### src/verilog/wssc_params.svh
// constants for the single-counter weld stepper
`ifndef WSSC_PARAMS_SVH
`define WSSC_PARAMS_SVH
// ----------------------------------------
// schedule map
// ----------------------------------------
`define WSSC_IDX_W 6
`define WSSC_MAX_IDX 7'h31
`define WSSC_FIRST_IDX 6'h00
`define WSSC_IDX_ONE 7'h01
// ----------------------------------------
// bcd count and reset command
// ----------------------------------------
`define WSSC_CNT_W 16
`define WSSC_CNT_ZERO 16'h0000
`define WSSC_CNT_ONE 16'h0001
`define WSSC_OFF_W 8
`define WSSC_RST_OFF 8'h99
// ----------------------------------------
// timing
// ----------------------------------------
`define WSSC_CLK_KHZ 25000
`define WSSC_SHOW_MS 1000
`define WSSC_BLINK_MS 250
`define WSSC_TMR_W 25
`define WSSC_TMR_ZERO 25'h0000000
`define WSSC_TMR_ONE 25'h0000001
`endif

### src/verilog/wssc_pkg.sv
// types for the single-counter weld stepper
package wssc_pkg;
    typedef enum logic [1:0] {
        WSSC_IDLE = 2'b00,
        WSSC_RD_NEXT = 2'b01,
        WSSC_RD_FIRST = 2'b10,
        WSSC_END = 2'b11
    } wssc_state_t;
endpackage

### src/verilog/wssc_stepper.sv
// single-counter weld stepper: count, step walk, end detect and resets
`timescale 1ns/1ps
`include "wssc_params.svh"

// Function
// - up to fifty single-schedule steps
// - chained schedules shrink usable step count
// - index past 49 gives end of stepper
// - only primary initiation decrements the counter
// - weld count taken from step's first schedule
// - next schedule count 0000 means end
// - manual reset loads first step values
// - reset needs program mode, enter and both data buttons
// - show loaded values briefly after reset
// - direct write of step and count resets
// - reset command schedule reloads first step
// - reset command: zero params, count 0000, off 99
// - enter plus program/operate in program mode clears displayed schedule
// - manual reset accepted with any schedule selected
// - four-digit bcd down-counter up to 9999
// - end message flashes until button or estop
module wssc_stepper #(
    parameter int unsigned SHOW_CYCLES = `WSSC_SHOW_MS * `WSSC_CLK_KHZ,
    parameter int unsigned BLINK_CYCLES = `WSSC_BLINK_MS * `WSSC_CLK_KHZ
) (
    // clock and reset
    input wire logic i_clk,
    input wire logic i_arst_n,
    // front panel
    input wire logic i_prog_mode,
    input wire logic i_btn_enter,
    input wire logic i_btn_data_l,
    input wire logic i_btn_data_r,
    input wire logic i_btn_progop,
    input wire logic i_btn_other,
    input wire logic i_estop,
    input wire logic [`WSSC_IDX_W-1:0] i_disp_sched,
    // direct write of last step and last count
    input wire logic i_wr_valid,
    input wire logic [`WSSC_IDX_W-1:0] i_wr_step,
    input wire logic [`WSSC_CNT_W-1:0] i_wr_count,
    // sequencer completion report
    input wire logic i_seq_done,
    input wire logic i_seq_primary,
    input wire logic [`WSSC_IDX_W-1:0] i_seq_last_sched,
    // schedule read port, data taken in the same cycle as the address
    input wire logic [`WSSC_CNT_W-1:0] i_rd_count,
    input wire logic [`WSSC_OFF_W-1:0] i_rd_off,
    input wire logic i_rd_rest_zero,
    output logic [`WSSC_IDX_W-1:0] o_rd_addr,
    // stepper state
    output logic [`WSSC_IDX_W-1:0] o_last_step,
    output logic [`WSSC_CNT_W-1:0] o_last_count,
    output logic o_end_active,
    output logic o_end_flash,
    output logic o_show_loaded,
    // schedule clear request
    output logic o_clear_sched,
    output logic [`WSSC_IDX_W-1:0] o_clear_addr
);
    import wssc_pkg::*;

    // ----------------------------------------
    // bcd decrement
    // ----------------------------------------
    function automatic logic [`WSSC_CNT_W-1:0] bcd_dec(input logic [`WSSC_CNT_W-1:0] v);
        logic [`WSSC_CNT_W-1:0] r;
        logic borrow;
        r = v;
        borrow = 1'b1;
        for (int i = 0; i < 4; i++) begin
            if (borrow) begin
                if (r[4*i +: 4] == 4'h0) begin
                    r[4*i +: 4] = 4'h9;
                end else begin
                    r[4*i +: 4] = r[4*i +: 4] - 4'h1;
                    borrow = 1'b0;
                end
            end
        end
        return r;
    endfunction

    // ----------------------------------------
    // registers
    // ----------------------------------------
    wssc_state_t state_q, state_d;
    logic [`WSSC_IDX_W-1:0] step_q, step_d;
    logic [`WSSC_CNT_W-1:0] count_q, count_d;
    logic [`WSSC_IDX_W-1:0] addr_q, addr_d;
    logic [`WSSC_TMR_W-1:0] show_cnt_q, show_cnt_d;
    logic [`WSSC_TMR_W-1:0] blink_cnt_q, blink_cnt_d;
    logic show_q;
    logic flash_q, flash_d;
    logic end_q;
    logic rst_prev_q;
    logic clr_prev_q;
    logic btn_prev_q;
    logic clear_q;
    logic [`WSSC_IDX_W-1:0] clear_addr_q;

    // ----------------------------------------
    // decode
    // ----------------------------------------
    wire rst_combo = i_prog_mode & i_btn_enter & i_btn_data_l & i_btn_data_r;
    wire rst_evt = rst_combo & ~rst_prev_q;
    wire clr_combo = i_prog_mode & i_btn_enter & i_btn_progop;
    wire clr_evt = clr_combo & ~clr_prev_q;
    wire any_btn = i_btn_enter | i_btn_data_l | i_btn_data_r | i_btn_progop | i_btn_other;
    wire end_clear = (any_btn & ~btn_prev_q) | i_estop;
    wire cnt_evt = i_seq_done & i_seq_primary & (state_q == WSSC_IDLE);
    wire zero_after = (count_q <= `WSSC_CNT_ONE);
    wire [`WSSC_IDX_W:0] next_idx = {1'b0, i_seq_last_sched} + `WSSC_IDX_ONE;
    wire idx_ovf = next_idx > `WSSC_MAX_IDX;
    wire rd_is_reset = i_rd_rest_zero & (i_rd_count == `WSSC_CNT_ZERO)
        & (i_rd_off == `WSSC_RST_OFF);
    wire rd_is_end = ~rd_is_reset & (i_rd_count == `WSSC_CNT_ZERO);
    wire [`WSSC_CNT_W-1:0] count_dec = bcd_dec(count_q);
    wire load_first = (state_q == WSSC_RD_FIRST) & ~i_wr_valid & ~rst_evt;
    wire [`WSSC_TMR_W-1:0] show_init = `WSSC_TMR_W'(SHOW_CYCLES);
    wire [`WSSC_TMR_W-1:0] blink_init = `WSSC_TMR_W'(BLINK_CYCLES);

    // ----------------------------------------
    // next state
    // ----------------------------------------
    always_comb begin
        state_d = state_q;
        step_d = step_q;
        count_d = count_q;
        addr_d = addr_q;
        if (i_wr_valid) begin
            step_d = i_wr_step;
            count_d = i_wr_count;
            state_d = WSSC_IDLE;
        end else if (rst_evt) begin
            addr_d = `WSSC_FIRST_IDX;
            state_d = WSSC_RD_FIRST;
        end else begin
            unique case (state_q)
                WSSC_IDLE: begin
                    if (cnt_evt) begin
                        if (!zero_after) begin
                            count_d = count_dec;
                        end else if (idx_ovf) begin
                            count_d = `WSSC_CNT_ZERO;
                            state_d = WSSC_END;
                        end else begin
                            count_d = `WSSC_CNT_ZERO;
                            addr_d = next_idx[`WSSC_IDX_W-1:0];
                            state_d = WSSC_RD_NEXT;
                        end
                    end
                end
                WSSC_RD_NEXT: begin
                    if (rd_is_reset) begin
                        addr_d = `WSSC_FIRST_IDX;
                        state_d = WSSC_RD_FIRST;
                    end else if (rd_is_end) begin
                        state_d = WSSC_END;
                    end else begin
                        step_d = addr_q;
                        count_d = i_rd_count;
                        state_d = WSSC_IDLE;
                    end
                end
                WSSC_RD_FIRST: begin
                    step_d = addr_q;
                    count_d = i_rd_count;
                    state_d = WSSC_IDLE;
                end
                WSSC_END: begin
                    if (end_clear) begin
                        state_d = WSSC_IDLE;
                    end
                end
            endcase
        end
    end

    // ----------------------------------------
    // display timers
    // ----------------------------------------
    always_comb begin
        show_cnt_d = show_cnt_q;
        if (load_first) begin
            show_cnt_d = show_init;
        end else if (show_cnt_q != `WSSC_TMR_ZERO) begin
            show_cnt_d = show_cnt_q - `WSSC_TMR_ONE;
        end
        blink_cnt_d = blink_init;
        flash_d = 1'b0;
        if (state_d == WSSC_END) begin
            flash_d = (state_q == WSSC_END) ? flash_q : 1'b1;
            if (state_q == WSSC_END && blink_cnt_q > `WSSC_TMR_ONE) begin
                blink_cnt_d = blink_cnt_q - `WSSC_TMR_ONE;
            end else if (state_q == WSSC_END) begin
                flash_d = ~flash_q;
            end
        end
    end

    // ----------------------------------------
    // flops
    // ----------------------------------------
    always_ff @(posedge i_clk or negedge i_arst_n) begin
        if (!i_arst_n) begin
            state_q <= WSSC_IDLE;
            step_q <= `WSSC_FIRST_IDX;
            count_q <= `WSSC_CNT_ZERO;
            addr_q <= `WSSC_FIRST_IDX;
        end else begin
            state_q <= state_d;
            step_q <= step_d;
            count_q <= count_d;
            addr_q <= addr_d;
        end
    end

    always_ff @(posedge i_clk or negedge i_arst_n) begin
        if (!i_arst_n) begin
            show_cnt_q <= `WSSC_TMR_ZERO;
            blink_cnt_q <= `WSSC_TMR_ZERO;
            show_q <= 1'b0;
            flash_q <= 1'b0;
            end_q <= 1'b0;
        end else begin
            show_cnt_q <= show_cnt_d;
            blink_cnt_q <= blink_cnt_d;
            show_q <= (show_cnt_d != `WSSC_TMR_ZERO);
            flash_q <= flash_d;
            end_q <= (state_d == WSSC_END);
        end
    end

    always_ff @(posedge i_clk or negedge i_arst_n) begin
        if (!i_arst_n) begin
            rst_prev_q <= 1'b0;
            clr_prev_q <= 1'b0;
            btn_prev_q <= 1'b0;
            clear_q <= 1'b0;
            clear_addr_q <= `WSSC_FIRST_IDX;
        end else begin
            rst_prev_q <= rst_combo;
            clr_prev_q <= clr_combo;
            btn_prev_q <= any_btn;
            clear_q <= clr_evt;
            clear_addr_q <= clr_evt ? i_disp_sched : clear_addr_q;
        end
    end

    // ----------------------------------------
    // outputs
    // ----------------------------------------
    assign o_rd_addr = addr_q;
    assign o_last_step = step_q;
    assign o_last_count = count_q;
    assign o_end_active = end_q;
    assign o_end_flash = flash_q;
    assign o_show_loaded = show_q;
    assign o_clear_sched = clear_q;
    assign o_clear_addr = clear_addr_q;
endmodule

### config.mk
export PLATFORM = sky130hd
export DESIGN_NAME = wssc_stepper
export DESIGN_NICKNAME = d
export VERILOG_FILES = /design/src/verilog/wssc_pkg.sv /design/src/verilog/wssc_stepper.sv
export VERILOG_INCLUDE_DIRS = /design/src /design/src/verilog
export SDC_FILE = /design/constraint.sdc
export NUM_CORES = 1
export LEC_CHECK = 0
export BUFFER_PORTS_ARGS = -buffer_cell sky130_fd_sc_hd__buf_2
export CORE_MARGIN = 1.5
export CORE_UTILIZATION = 46
export CTS_CLUSTER_DIAMETER = 150
export CTS_CLUSTER_SIZE = 28
export DETAILED_ROUTE_END_ITERATION = 6
export PLACE_DENSITY_LB_ADDON = 0.08
export SYNTH_ARGS = -nofsm -noshare
export SYNTH_HDL_FRONTEND = slang
export SYNTH_SLANG_ARGS = --single-unit
export TNS_END_PERCENT = 1
### constraint.sdc
create_clock -name i_clk -period 3.1 [get_ports i_clk]
set_input_delay 0.62 -clock i_clk [delete_from_list [all_inputs] [get_ports i_clk]]
set_output_delay 0.62 -clock i_clk [all_outputs]
set_load 0.05 [all_outputs]
* Word-level counts from Yosys, hierarchy flattened
Index checks and enable logic that the tools add are counted.
** Cells by class
- Add/sub/neg operators :: 7
- $lt $le $gt $ge :: 3
- Equality and inequality tests :: 16
- Multiplexer cells :: 47
- Bitwise operators :: 26
- Reduce and logical (&&, ||, !) cells :: 18
** Operators with widths (number)
- $mux 25 :: 4
- $mux 16 :: 6
- $mux 6 :: 9
- $reduce_bool 25->1 :: 2
- $sub 25x1->25 const B :: 2
- $pmux 16 s3 :: 1
- $mux 4 :: 7
- $gt 25x1->1 const B :: 1
- $pmux 6 s2 :: 2
- $reduce_and 6->1 :: 4
- $ne 3x3->1 const B :: 7
- $le 16x1->1 const B :: 1
- $logic_not 16->1 :: 1
- $logic_not 4->1 :: 4
- $mux 2 :: 8
- $sub 4x1->4 const B :: 4
- $and 1x1->1 :: 14
- $ne 4x3->1 const B :: 3
- $mux 1 :: 9
- $eq 8x8->1 const B :: 1
- $pmux 2 s4 :: 1
- $add 6x1->7 const B :: 1
- $gt 7x6->1 const B :: 1
- $not 1->1 :: 7
- other kinds (10) :: 17
** Word-level totals
- Flip-flop bits (word level) :: 93
- Input bits :: 71

* Depth between registers and ports, before layout
- Word-level depth :: 12
- Mapped depth :: 10
- Mapped depth without buffers :: 9

* Least setup slack after synthesis
OpenSTA, ideal clock, no wires.
- Path type :: input port to flip-flop
- Start :: input i_seq_last_sched[0]
- End :: register blink_cnt_q[11]
- Setup time :: 0.120 ns
- Arrival :: 2.288 ns
- Data required time :: 2.980 ns
- Slack :: 0.692 ns
- Stages :: 10
- Cells stage by stage :: inv_1 > ha_1 > nor2b_1 > o21a_1 > a221oi_1 > o31ai_1 > o211a_1 > and4b_4 > buf_6 > nand2_2
** On the way
- Cells in the longest elaborated chain, start to end :: 10
** RTL lines
- start: declaration :: line wssc_stepper.sv:45 : input wire logic [`WSSC_IDX_W-1:0] i_seq_last_sched,
- $add 6x1->7 (no line)
- $gt 7x6->1 (no line)
- $mux 2 :: line wssc_stepper.sv:144 : end else if (idx_ovf) begin
- $mux 2 :: line wssc_stepper.sv:142 : if (!zero_after) begin
- $mux 2 :: line wssc_stepper.sv:141 : if (cnt_evt) begin
- $pmux 2 s4 :: line wssc_stepper.sv:139 : unique case (state_q)
- $mux 2 :: line wssc_stepper.sv:135 : end else if (rst_evt) begin
- $mux 2 :: line wssc_stepper.sv:131 : if (i_wr_valid) begin
- $eq 2x2->1 :: line wssc_stepper.sv:192 : if (state_d == WSSC_END) begin
- $mux 25 :: line wssc_stepper.sv:192
- via blink_cnt_d[11] :: line wssc_stepper.sv:92 : logic [`WSSC_TMR_W-1:0] blink_cnt_q, blink_cnt_d;
- end signal: assignment :: line wssc_stepper.sv:222 : blink_cnt_q <= `WSSC_TMR_ZERO;
- end signal: assignment :: line wssc_stepper.sv:228 : blink_cnt_q <= blink_cnt_d;
- end: declaration :: line wssc_stepper.sv:92
The timed path passes the listed nets, and every way through them passes these cells.
A chain may end at the register's enable or synchronous reset.

* Final worst setup path
- Start :: register show_cnt_q[21]
- End :: register show_q, in the netlist o_show_loaded
** On the way
- Cells in the longest elaborated chain, start to end :: 4
- Elaborated cells on any way between the ends :: 5
- Classes of those cells :: add/sub (1); mux (2); reduce/logical (2)
** RTL lines
- start: declaration :: line wssc_stepper.sv:91 : logic [`WSSC_TMR_W-1:0] show_cnt_q, show_cnt_d;
- start signal: assignment :: line wssc_stepper.sv:221 : show_cnt_q <= `WSSC_TMR_ZERO;
- start signal: assignment :: line wssc_stepper.sv:227 : show_cnt_q <= show_cnt_d;
- $sub 25x1->25 (no line) or $reduce_bool 25->1 (tied branches)
- $mux 25 * :: line wssc_stepper.sv:187 : end else if (show_cnt_q != `WSSC_TMR_ZERO) begin
- $mux 25 * :: line wssc_stepper.sv:185 : if (load_first) begin
- $reduce_bool 25->1 (no line) *
- end signal: assignment :: line wssc_stepper.sv:229 : show_q <= (show_cnt_d != `WSSC_TMR_ZERO);
- end: declaration :: line wssc_stepper.sv:93 : logic show_q;
Every way passes the cells marked *; elsewhere a longest branch is shown, timed or not.

==> results.yml <==
cells_and_area:
  layout-drive-gt1-share: 0.255
  num-nets-final: 784
  layout_common_cells: "buf_2, dfrtp_1, nand2_1, nor2_1, o21ai_0"
  area.growth.synth_to_final_pct: 19.8
  fin_util: 0.567
  final_common_cell: "buf_2"
  n_antenna_cell: 0
logic_synthesis:
  synth_seq_cells: 93
  synth_fp_nets: 671
  syn_avg_cell_area_um2: 9.18
  synth_cell_type_count: 77
  synth_top_area_share: 0.429
  synthFlopType: "dfrtp_1"
  ys_seq_area_frac: 0.429
  synth_edf_count: 0
  yosys.area.top_type: "dfrtp_1"
  ys_warn_count: 0
  syn_inst: 591
  synth_area_um2: 5430
  synth_area_leaders: "dfrtp_1, nand2_1, o21ai_0"
  async_reset_ff_frac: 1.00
sta:
  worstMarginPinSlew_ns: 0.739
  tns_ns: 0
  maxSlewHeadroom: 0.499
  slew_viol_final: 0
  clock.fmax_mhz: 366
  finalWorstPathRequiredPeriod_ns: 2.73
  setup_viol: 0
  rsz0062_at_grt: "false"
  fin_crit_sh: 0.881
  fin_skew_ns: 0.00947
  hold_viol_final: 0
global_routing:
  grt_max_degree: 57
  grt_use_total: 0.216
  grt_pass1_wl_um: 22000
  grt_pass1_vias: 4629
  antenna_found_initial: 0
  grt-ovfl-total: 0
detailed_routing:
  vias: 4831
  routed_via_density: 5.67
  drt-wirelength-per-cell_um: 15.4
  routed_wirelength_um: 13100
  drc: 0
  first_iter_violations: 292
  ant_nets: 0
  first_pass_iters: 5
power_and_ir_drop:
  power.density_nw_per_um2: 673
  p_leak_uw: 0.00281
  ir_drop_mv: 0.494
clocking:
  cts_buffers: 9
  cts_buffer_depth: 2
  htreeDepth: 3
  clock_latency_ns: 0.35
  cts_tree: "done"
  post_cts.repair.setup_buffers: 0
  clock-sinks: 93
  clk_pin_slew_ns: 0.07
  cts_root_buffer: "clkbuf_16"
min_path:
  hold_class: "input pin to async pin"
floorplanning:
  die_h_um: 112
  rows: 39
  ios: 109
  core_area_um2: 11500
  dieArea_um2: 12500
  start_util: 0.473
  die_x_um: 112
placed_design:
  routabilityCongestion: 0.836
  hpwlAfterDp_um: 9660
  io_buffers: 108
worst_setup_path:
  start_kind: "flip-flop"
  required_ns: 3.32
  slowest_delay_ns: 0.51
  crit_path_start: "show_cnt_q[21]"
  setup.worst_path.class: "flip-flop to flip-flop"
  critPathArrivalTime_ns: 2.95
  cp_slowest_cell: "nor4_1"
  worstReg2RegEnd: "o_show_loaded"
  rr_startpoint: "show_cnt_q[21]"
  r2r_setup_slack_ns: 0.37
  reg2reg_depth: 7
  crit_fanout: 10
  critPathCaptureType: "flip-flop"
  crit_chain: "nor4_1, nand2b_1, o21ai_2, a21boi_1, o221ai_1, a2111oi_2, nand4_1"
status:
  status: "finished clean"
flow_run:
  cap_violations: 0
==> routing by layer <==
metal,routed length (um),track usage
met1,6060,0.295
met2,6200,0.348
met3,665,0.0392
met4,188,0.0726
met5,0,0
==> through the flow <==
step	hold WS, ns	setup WS [ns]	power [uW]	std cells	area (um2)
6_report	0.231	0.370	4370	852	6500
5_1_grt	0.269	0.100	4600	852	6500
4_1_cts	0.247	0.212	4400	852	6490
3_5_place_dp	0.460	0.184	3160	836	6160
3_3_place_gp	0.458	0.302	3130	836	6160
2_1_floorplan	0.324	0.692	2760	591	5430
==> layout make-up <==
cell class	instances	area (um2)
Inverter	21	78.8
Clock buffer	9	225
Sequential cell	93	2330
Timing Repair Buffer	122	661
Fill cell	1017	4970
Tap cell	143	179
Multi-Input combinational cell	457	2930
Clock inverter	7	103
==> cells in the mapped netlist (7+ instances only) <==
library cell / instances
a21oi_1: 15
and3_1: 7
clkbuf_1: 12
dfrtp_1: 93
ha_1: 9
inv_1: 21
mux2i_1: 7
nand2_1: 81
nand2_2: 10
nand3_1: 19
nor2_1: 51
nor2b_1: 7
nor3_1: 17
nor4_1: 11
o21ai_0: 49
or3_1: 18
xnor2_1: 24
xor2_1: 12
==> state kept, by name, indices dropped and copies added, names as in the netlist <==
register and count:
blink_cnt_q 25, show_cnt_q 25, o_last_count 16, o_clear_addr 6, o_last_step 6, o_rd_addr 6, state_q 2, btn_prev_q 1
clr_prev_q 1, o_clear_sched 1, o_end_active 1, o_end_flash 1, o_show_loaded 1, rst_prev_q 1
==> repair_timing <==
| item | CTS | global route |
|---|---|---|
| gates resized for setup | 0 | 1 |
| setup endpoints to repair | 0 | 1 |
| hold buffers | 0 | 0 |
==> worst max-delay path by stage <==
| stage | depth (start not counted) | endpoint |
|---|---|---|
| 2_1_floorplan | 10 | blink_cnt_q[11] |
| 3_5_place_dp | 8 | blink_cnt_q[12] |
| 4_1_cts | 9 | blink_cnt_q[12] |
| 6_report | 7 | o_show_loaded |
| 3_3_place_gp | 10 | blink_cnt_q[12] |
| 5_1_grt | 9 | o_show_loaded |
==> where the power goes <==
| group | switching (uW) | internal (uW) |
|---|---|---|
| Sequential | 292 | 1430 |
| Clock | 510 | 720 |
| Combinational | 949 | 477 |
| Total | 1750 | 2620 |
==> logic make-up after synthesis <==
logic type | after synthesis | share of synthesized area
compound gates | 125 | 0.155
xor+xnor | 36 | 0.0581
fa+ha+maj | 9 | 0.0208
buf+inv | 41 | 0.0332
flops | 93 | 0.429
mux | 8 | 0.0150
simple gates | 279 | 0.289
==> worst max-delay path: cells and delay by family (launching register included) <==
kind	cells	cell delay, ns
flip-flops	1	0.44
AND/OR/NAND/NOR	3	0.89
AO/OA/AOI/OAI	4	1.25
Power figures use the tool's default switching activity.
